`config.mk`:
```
export PLATFORM = sky130hd
export DESIGN_NAME = umd_unit
export DESIGN_NICKNAME = d
export VERILOG_FILES = /design/src/verilog/umd_pkg.sv /design/src/verilog/umd_calc_if.sv /design/src/verilog/umd_unit.sv /design/src/verilog/umd_div_core.sv
export VERILOG_INCLUDE_DIRS = /design/src /design/src/verilog
export SDC_FILE = /design/constraint.sdc
export NUM_CORES = 2
export LEC_CHECK = 0
export ABC_AREA = 1
export ABC_CLOCK_PERIOD_IN_PS = 114000
export BUFFER_PORTS_ARGS = -buffer_cell sky130_fd_sc_hd__buf_4
export CAP_MARGIN = 20
export CORE_MARGIN = 4
export CORE_UTILIZATION = 65
export CTS_CLUSTER_SIZE = 28
export DETAILED_ROUTE_END_ITERATION = 7
export PLACE_DENSITY = 0.83
export SLEW_MARGIN = 20
export SYNTH_ARGS = -nofsm -noshare
export SYNTH_HDL_FRONTEND = slang
export SYNTH_SLANG_ARGS = --single-unit
```
`constraint.sdc`:
```
create_clock -name clock_i -period 114 [get_ports clock_i]
set_input_delay 5.7 -clock clock_i [delete_from_list [all_inputs] [get_ports clock_i]]
set_output_delay 5.7 -clock clock_i [all_outputs]
set_load 0.02 [all_outputs]
```
`src/verilog/umd_consts.svh`:
```
`ifndef UMD_CONSTS_SVH
`define UMD_CONSTS_SVH
//==========================================================================
// Summary of operation
// RL1: Accumulator byte divide: upper half over lower byte, quotient low, remainder high.
// RL2: Accumulator byte divide takes 3 cycles zero divisor, 6 overflow, 14 normal.
// RL3: Register byte divide takes 3 cycles zero divisor, 5 overflow, 13 normal.
// RL4: Memory byte divide takes 5, 7 or 17 plus addressing cycles.
// RL5: Register word divide: 32 over 16 bits; 3, 5 or 21 cycles.
// RL6: Memory word divide takes 4, 7 or 25 plus addressing cycles.
// RL7: Memory byte divide: one byte-access count on zero/overflow, two when normal.
// RL8: Memory word divide: one word-access count on zero/overflow, two when normal.
// RL9: Accumulator byte multiply upper by lower byte; 3 cycles if upper zero, else 7.
// RL10: Register byte multiply; 3 cycles if register byte zero, else 7.
// RL11: Memory byte multiply takes 4 or 8 plus addressing cycles.
// RL12: Accumulator word multiply upper by lower word; 3 if upper zero, else 11.
// RL13: Register word multiply; 3 cycles if register word zero, else 11.
// RL14: Memory word multiply takes 4 or 12 plus addressing cycles.
// RL15: Divides update only overflow and carry; multiplies change no flags.
// RL16: Memory extra cycles and access counts come from fetch-logic correction values.

//==========================================================================
// Cycle counts per operation: zero case, overflow case (divides only), normal case
`define UMD_DIVA_ZERO 6'h03
`define UMD_DIVA_OVF 6'h06
`define UMD_DIVA_NORM 6'h0e
`define UMD_DIVR_ZERO 6'h03
`define UMD_DIVR_OVF 6'h05
`define UMD_DIVR_NORM 6'h0d
`define UMD_DIVM_ZERO 6'h05
`define UMD_DIVM_OVF 6'h07
`define UMD_DIVM_NORM 6'h11
`define UMD_QWR_ZERO 6'h03
`define UMD_QWR_OVF 6'h05
`define UMD_QWR_NORM 6'h15
`define UMD_QWM_ZERO 6'h04
`define UMD_QWM_OVF 6'h07
`define UMD_QWM_NORM 6'h19
`define UMD_MULB_ZERO 6'h03
`define UMD_MULB_NORM 6'h07
`define UMD_MULBM_ZERO 6'h04
`define UMD_MULBM_NORM 6'h08
`define UMD_PW_ZERO 6'h03
`define UMD_PW_NORM 6'h0b
`define UMD_MULWM_ZERO 6'h04
`define UMD_MULWM_NORM 6'h0c
`endif

```
`src/verilog/umd_pkg.sv`:
```
package umd_pkg;
   // Operation selector from the sequencer
   typedef enum logic [3:0] {
      UMD_DIV_ACC = 4'h0,
      UMD_DIV_REG = 4'h1,
      UMD_DIV_MEM = 4'h2,
      UMD_QW_REG = 4'h3,
      UMD_QW_MEM = 4'h4,
      UMD_PB_ACC = 4'h5,
      UMD_PB_REG = 4'h6,
      UMD_PB_MEM = 4'h7,
      UMD_PW_ACC = 4'h8,
      UMD_PW_REG = 4'h9,
      UMD_PW_MEM = 4'ha
   } umd_op_t;

   // Outcome class that picks the cycle figure
   typedef enum logic [1:0] {
      UMD_OUT_ZERO = 2'h0,
      UMD_OUT_OVF = 2'h1,
      UMD_OUT_NORM = 2'h2
   } umd_outcome_t;

   typedef enum logic [0:0] {
      UMD_IDLE = 1'b0,
      UMD_BUSY = 1'b1
   } umd_state_t;
endpackage

```
`src/verilog/umd_calc_if.sv`:
```
`timescale 1ns/1ns
// Carries operands to the arithmetic core and its results back
interface umd_calc_if;
   logic [31:0] dividend;
   logic [15:0] divisor;
   logic is_word;
   logic [15:0] quot;
   logic [15:0] rem;
   logic div_zero;
   logic div_ovf;
   modport core (input dividend, divisor, is_word, output quot, rem, div_zero, div_ovf);
   modport user (output dividend, divisor, is_word, input quot, rem, div_zero, div_ovf);
endinterface

```
`src/verilog/umd_unit.sv`:
```
`timescale 1ns/1ns
`include "umd_consts.svh"
// Unsigned multiply/divide unit: computes at start, then holds busy for all but the
// last of the instruction's cycles and pulses done in that last one, so the sequencer sees the real timing.
module umd_unit #(
   parameter int ACC_W = 32,
   parameter int CORR_W = 6
) (
   input wire logic clock_i,
   input wire logic rst_i,
   input wire logic start_i,
   input wire logic [3:0] op_i,
   input wire logic [31:0] acc_i,
   input wire logic [15:0] opnd_i,
   input wire logic [CORR_W-1:0] addr_cycles_i,
   input wire logic [CORR_W-1:0] access_count_i,
   input wire logic flag_v_i,
   input wire logic flag_c_i,
   output logic busy_o,
   output logic done_o,
   output logic [31:0] acc_o,
   output logic acc_we_o,
   output logic [15:0] opnd_o,
   output logic opnd_we_o,
   output logic flag_v_o,
   output logic flag_c_o,
   output logic flags_we_o,
   output logic [7:0] cycles_o,
   output logic [7:0] accesses_o
);
   // The accumulator ports are fixed at 32 bits, and the cycle sum must fit 8 bits
   if (ACC_W != 32 || CORR_W < 1 || CORR_W > 7) begin : g_bad_params
      $error("umd_unit: unsupported parameter values");
   end

   umd_calc_if calc ();
   umd_div_core u_div (.c(calc));

   umd_pkg::umd_op_t op;
   umd_pkg::umd_state_t state;
   umd_pkg::umd_outcome_t outc;
   logic is_div;
   logic is_mem;
   logic [5:0] base_cyc;
   logic [7:0] next_cycles;
   logic [7:0] next_acc_cnt;
   logic [31:0] next_acc;
   logic [15:0] next_opnd;
   logic next_opnd_we;
   logic [7:0] remain;

   assign op = umd_pkg::umd_op_t'(op_i);

   //==========================================================================
   // Operand routing to the divider
   always_comb begin
      calc.is_word = (op == umd_pkg::UMD_QW_REG) || (op == umd_pkg::UMD_QW_MEM);
      if (op == umd_pkg::UMD_DIV_ACC) begin
         calc.dividend = {16'h0000, acc_i[31:16]}; // [RL1]
         calc.divisor = {8'h00, acc_i[7:0]};
      end else if (calc.is_word) begin
         calc.dividend = acc_i; // [RL5]
         calc.divisor = opnd_i;
      end else begin
         calc.dividend = {16'h0000, acc_i[15:0]};
         calc.divisor = {8'h00, opnd_i[7:0]};
      end
   end

   //==========================================================================
   // Result, outcome class and timing selection
   always_comb begin
      is_div = (op_i <= 4'h4);
      is_mem = (op == umd_pkg::UMD_DIV_MEM) || (op == umd_pkg::UMD_QW_MEM) ||
               (op == umd_pkg::UMD_PB_MEM) || (op == umd_pkg::UMD_PW_MEM);
      next_acc = acc_i;
      next_opnd = opnd_i;
      next_opnd_we = 1'b0;
      outc = umd_pkg::UMD_OUT_NORM;
      base_cyc = `UMD_MULB_NORM;
      if (is_div) begin
         if (calc.div_zero) begin
            outc = umd_pkg::UMD_OUT_ZERO;
         end else if (calc.div_ovf) begin
            outc = umd_pkg::UMD_OUT_OVF;
         end
      end
      unique case (op)
         umd_pkg::UMD_DIV_ACC: begin
            // Quotient to the low byte of the lower half, remainder to that of the upper
            if (outc == umd_pkg::UMD_OUT_NORM) begin
               next_acc = {acc_i[31:24], calc.rem[7:0], acc_i[15:8], calc.quot[7:0]}; // [RL1]
            end
            base_cyc = (outc == umd_pkg::UMD_OUT_ZERO) ? `UMD_DIVA_ZERO :
                       (outc == umd_pkg::UMD_OUT_OVF) ? `UMD_DIVA_OVF : `UMD_DIVA_NORM; // [RL2]
         end
         umd_pkg::UMD_DIV_REG, umd_pkg::UMD_DIV_MEM: begin
            if (outc == umd_pkg::UMD_OUT_NORM) begin
               next_acc = {acc_i[31:8], calc.quot[7:0]};
               next_opnd = {opnd_i[15:8], calc.rem[7:0]};
               next_opnd_we = 1'b1;
            end
            if (op == umd_pkg::UMD_DIV_REG) begin
               base_cyc = (outc == umd_pkg::UMD_OUT_ZERO) ? `UMD_DIVR_ZERO :
                          (outc == umd_pkg::UMD_OUT_OVF) ? `UMD_DIVR_OVF : `UMD_DIVR_NORM; // [RL3]
            end else begin
               base_cyc = (outc == umd_pkg::UMD_OUT_ZERO) ? `UMD_DIVM_ZERO :
                          (outc == umd_pkg::UMD_OUT_OVF) ? `UMD_DIVM_OVF : `UMD_DIVM_NORM; // [RL4]
            end
         end
         umd_pkg::UMD_QW_REG, umd_pkg::UMD_QW_MEM: begin
            if (outc == umd_pkg::UMD_OUT_NORM) begin
               next_acc = {acc_i[31:16], calc.quot}; // [RL5]
               next_opnd = calc.rem;
               next_opnd_we = 1'b1;
            end
            if (op == umd_pkg::UMD_QW_REG) begin
               base_cyc = (outc == umd_pkg::UMD_OUT_ZERO) ? `UMD_QWR_ZERO :
                          (outc == umd_pkg::UMD_OUT_OVF) ? `UMD_QWR_OVF : `UMD_QWR_NORM; // [RL5]
            end else begin
               base_cyc = (outc == umd_pkg::UMD_OUT_ZERO) ? `UMD_QWM_ZERO :
                          (outc == umd_pkg::UMD_OUT_OVF) ? `UMD_QWM_OVF : `UMD_QWM_NORM; // [RL6]
            end
         end
         umd_pkg::UMD_PB_ACC: begin
            // Operands widened first: a bare byte product inside braces keeps 8 bits
            next_acc = {16'h0000, {8'h00, acc_i[23:16]} * {8'h00, acc_i[7:0]}}; // [RL9]
            base_cyc = (acc_i[23:16] == 8'h00) ? `UMD_MULB_ZERO : `UMD_MULB_NORM; // [RL9]
         end
         umd_pkg::UMD_PB_REG: begin
            next_acc = {16'h0000, {8'h00, acc_i[7:0]} * {8'h00, opnd_i[7:0]}}; // [RL10]
            base_cyc = (opnd_i[7:0] == 8'h00) ? `UMD_MULB_ZERO : `UMD_MULB_NORM; // [RL10]
         end
         umd_pkg::UMD_PB_MEM: begin
            next_acc = {16'h0000, {8'h00, acc_i[7:0]} * {8'h00, opnd_i[7:0]}};
            base_cyc = (opnd_i[7:0] == 8'h00) ? `UMD_MULBM_ZERO : `UMD_MULBM_NORM; // [RL11]
         end
         umd_pkg::UMD_PW_ACC: begin
            next_acc = acc_i[31:16] * acc_i[15:0]; // [RL12]
            base_cyc = (acc_i[31:16] == 16'h0) ? `UMD_PW_ZERO : `UMD_PW_NORM; // [RL12]
         end
         umd_pkg::UMD_PW_REG: begin
            next_acc = acc_i[15:0] * opnd_i; // [RL13]
            base_cyc = (opnd_i == 16'h0) ? `UMD_PW_ZERO : `UMD_PW_NORM; // [RL13]
         end
         umd_pkg::UMD_PW_MEM: begin
            next_acc = acc_i[15:0] * opnd_i;
            base_cyc = (opnd_i == 16'h0) ? `UMD_MULWM_ZERO : `UMD_MULWM_NORM; // [RL14]
         end
         default: begin
            base_cyc = `UMD_MULB_ZERO; // Illegal code: short no-op
         end
      endcase
      // Memory forms add the fetch logic's correction figures
      next_cycles = {2'b00, base_cyc};
      next_acc_cnt = 8'h00;
      if (is_mem) begin
         next_cycles = 8'({2'b00, base_cyc} + 8'(addr_cycles_i)); // [RL16]
         next_acc_cnt = 8'(access_count_i); // [RL16]
         if (is_div && outc == umd_pkg::UMD_OUT_NORM) begin
            next_acc_cnt = 8'({8'(access_count_i), 1'b0}); // [RL7] [RL8]
         end
      end
   end

   //==========================================================================
   // Sequencer: busy for one cycle less than the count, done on the last cycle; results are latched at start
   always_ff @(posedge clock_i) begin
      if (rst_i) begin
         state <= umd_pkg::UMD_IDLE;
         remain <= 8'h00;
         busy_o <= 1'b0;
      end else begin
         unique case (state)
            umd_pkg::UMD_IDLE: begin
               if (start_i) begin
                  state <= umd_pkg::UMD_BUSY;
                  remain <= 8'(next_cycles - 8'h01);
                  busy_o <= 1'b1;
               end
            end
            umd_pkg::UMD_BUSY: begin
               remain <= 8'(remain - 8'h01);
               if (remain == 8'h01) begin
                  state <= umd_pkg::UMD_IDLE;
                  busy_o <= 1'b0;
               end
            end
         endcase
      end
   end

   // Latch results at start; operands may change once busy is seen
   always_ff @(posedge clock_i) begin
      if (rst_i) begin
         acc_o <= 32'h0;
         opnd_o <= 16'h0;
         flag_v_o <= 1'b0;
         flag_c_o <= 1'b0;
         cycles_o <= 8'h00;
         accesses_o <= 8'h00;
         acc_we_o <= 1'b0;
         opnd_we_o <= 1'b0;
         flags_we_o <= 1'b0;
      end else if (state == umd_pkg::UMD_IDLE && start_i) begin
         acc_o <= next_acc;
         opnd_o <= next_opnd;
         acc_we_o <= !is_div || (outc == umd_pkg::UMD_OUT_NORM);
         opnd_we_o <= next_opnd_we;
         flags_we_o <= is_div; // [RL15]
         // Divide sets V on zero/overflow, clears C; multiply passes flags
         flag_v_o <= is_div ? (outc != umd_pkg::UMD_OUT_NORM) : flag_v_i; // [RL15]
         flag_c_o <= is_div ? 1'b0 : flag_c_i; // [RL15]
         cycles_o <= next_cycles;
         accesses_o <= next_acc_cnt;
      end
   end

   // One-cycle completion pulse when the count runs out
   always_ff @(posedge clock_i) begin
      if (rst_i) begin
         done_o <= 1'b0;
      end else begin
         done_o <= (state == umd_pkg::UMD_BUSY) && (remain == 8'h01);
      end
   end
endmodule

```
`src/verilog/umd_div_core.sv`:
```
`timescale 1ns/1ns
// Combinational unsigned divider with zero and overflow detection
module umd_div_core (
   umd_calc_if.core c
);
   logic [31:0] q_full;
   logic [31:0] r_full;
   logic [31:0] dsr;

   //==========================================================================
   // Divide
   always_comb begin
      dsr = {16'h0000, c.divisor};
      if (!c.is_word) begin
         dsr = {24'h000000, c.divisor[7:0]};
      end
      if (dsr == 32'h0) begin
         q_full = 32'h0;
         r_full = 32'h0;
      end else begin
         q_full = c.dividend / dsr;
         r_full = c.dividend % dsr;
      end
   end

   // Overflow when the quotient does not fit the destination width
   always_comb begin
      c.div_zero = (dsr == 32'h0);
      c.quot = q_full[15:0];
      c.rem = r_full[15:0];
      if (c.is_word) begin
         c.div_ovf = !c.div_zero && (q_full[31:16] != 16'h0);
      end else begin
         c.div_ovf = !c.div_zero && (q_full[31:8] != 24'h0);
      end
   end
endmodule

```
==> reports/results.ini <==
[global_route]
grt_pass1_vias = 46910
grt_pass1_wl_mm = 242.4
antenna_found_initial = 2
grt_usage = 0.3683
grt_overflow = 0
grt_max_degree = 74

[cts]
postCtsResizedCells = 0
htree_levels = 3
clk_path_buf_depth = 2
clk_latency_ns = 0.38
clock_sinks = 78
clk_pin_slew_worst_paths_ns = 0.08
postCtsHoldBufs = 0
post-cts-setup-buffers = 0
cts_buffers = 9
cts_root_buffer = clkbuf_16
cts_tree = yes

[routing]
drcViolationCount = 0
wl_per_cell_um = 17.99
viasPerCell = 5.784
vias = 48430
drtPass1Iterations = 8
drtIter0Drc = 4501
ant_nets = 0
totalWireLength_mm = 150.6

[hold_path]
hp-class = reg -> reg

[setup_path]
crit_top_cell = nand2_1
cp_slowest_stage_delay_ns = 0.71
slowest_stage = o21ai_0
startpoint_type = input port
path_max_fanout = 38
critPathKind = in -> reg
arrival_ns = 100.75
required_ns = 114.31
end_kind = flip-flop

[placed_design]
io_buffers = 137
place_hpwl_mm = 116.8
gp_congestion = 1.038
dpl-instance-area_sq_mm = 0.05058
dp.cells = 8355

[yosys]
synth_warnings = 0
syn_area_per_cell_sq_um = 6.612
netlist_area_sq_mm = 0.04934
async_reset_ff_frac = 0
ys_seq_elements = 78
syn_inst = 7462
ys_types = 74
ys.flop_type = dfxtp_1
ys_seq_area_frac = 0.03165
synth-edff-count = 0

[sta]
fmax_ghz = 0.009956
setup_viol = 0
worst_pin_slew_ns = 0.9648
hold_viol = 0
rsz0062_at_grt = no
finClkSkew_ns = 0.01048
slew_headroom = 0.3402
min_period_ns = 100.44
finalMaxSlewViolations = 0
fin_crit_sh = 0.8810
setup_tns_ns = 0

[flow_run]
drv_cap = 0

[floorplan]
die_area_sq_mm = 0.08038
die_h_um = 283.5
rows = 100
initial_core_util = 0.6594
core-area_sq_mm = 0.07482
fp.dieW_um = 283.5
io_pins = 140

[layout]
fin_nets = 8608
final_common_cell = nand2_1
area_growth_pct = 3.112
fin_cells = 8372
drive_gt1_frac = 0.07674
final_area_sq_mm = 0.05087
final_cell_mix = 1811 x nand2_1, 1465 x inv_1, 680 x ha_1

[outcome]
outcome = complete, no violations

cell type report:
| type | instances | area, sq um |
|---|---|---|
| antenna | 1 | 2.502 |
| clock buffer | 9 | 225.2 |
| clock inverter | 7 | 62.56 |
| fill | 6589 | 23950 |
| inverter | 1509 | 5672 |
| multi-input combinational | 5624 | 40820 |
| sequential | 78 | 1562 |
| tap | 969 | 1212 |
| timing repair buffer | 175 | 1314 |
per-layer routing:
layer	global-route usage	routed length, um
met1	0.4915	61820
met2	0.5808	64080
met3	0.08498	17330
met4	0.1433	7353
met5	0	0
cells in the mapped netlist, types with 14 or more instances:
master,n,area (sq um)
a21o_1,22,165.2
a31oi_1,21,131.4
o21bai_1,49,367.9
nand2_2,91,569.3
nor3_1,48,240.2
nand2_1,1811,6798
nand3_1,266,1331
xnor2_1,129,1130
nand3b_1,16,120.1
a21oi_1,411,2057
fa_1,462,9249
nor2_2,37,231.5
o21ai_0,452,2262
or2_2,52,325.3
dfxtp_1,78,1562
inv_2,26,97.59
xor2_1,204,1787
o221ai_1,18,157.7
o211ai_1,39,292.8
o31ai_1,25,187.7
buf_6,21,236.5
and2_1,18,112.6
nand3_2,60,600.6
o21a_1,15,112.6
a221oi_1,15,131.4
nand4_1,88,550.5
buf_1,25,93.84
nand2_4,22,247.7
o21ai_1,41,205.2
clkbuf_1,168,630.6
ha_1,680,8508
nor2_4,23,259.0
inv_1,1466,5503
clkbuf_8,14,192.7
nor2_1,386,1449
kinds of logic after synthesis:
logic type | Yosys count | synth area share
and+or+nand+nor | 2959 | 0.2700
buffers and inverters | 1761 | 0.1416
AOI/OAI and AO/OA | 1188 | 0.1376
adders and majority gates | 1142 | 0.3599
xor gates and xnor gates | 333 | 0.05911
DFF | 78 | 0.03165
other | 1 | 0.00007601
state kept, by name, summed over array words and instances (netlist names):
register	cells
opnd_o	16
acc_o	32
acc_we_o	1
flag_v_o	1
busy_o	1
flags_we_o	1
state	1
cycles_o	7
done_o	1
flag_c_o	1
remain	8
opnd_we_o	1
accesses_o	7
per-stage QoR:
step | util | hold WS [ns] | setup WS, ns
detailed placement | 0.6760 | 0.4595 | 14.77
CTS | 0.6798 | 0.4714 | 14.88
floorplan | - | 0.4799 | 23.94
global route | 0.6799 | 0.4934 | 2.407
finish | 0.6799 | 0.4696 | 13.56
global placement | 0.6760 | 0.4534 | 19.38
path summary, 6_finish.rpt:
path	depth (start not counted)	slack, ns	to	from
max	592	13.56	acc_o[20]	op_i[3]
min	2	0.47	cycles_o[5]	cycles_o[5]
max reg2reg	5	111.79	acc_o[28]	state
min reg2reg	2	0.47	cycles_o[5]	cycles_o[5]
critical path: cells and delay by family:
kind	cells	cell delay [ns]
AOI/OAI and AO/OA	217	41.38
adders and majority gates	32	10.67
and+or+nand+nor	252	30.22
buffers and inverters	91	12.53
Power is left out: the tool's default activity adds up to more than one toggle a clock period on the data nets, which glitch-free logic cannot reach.
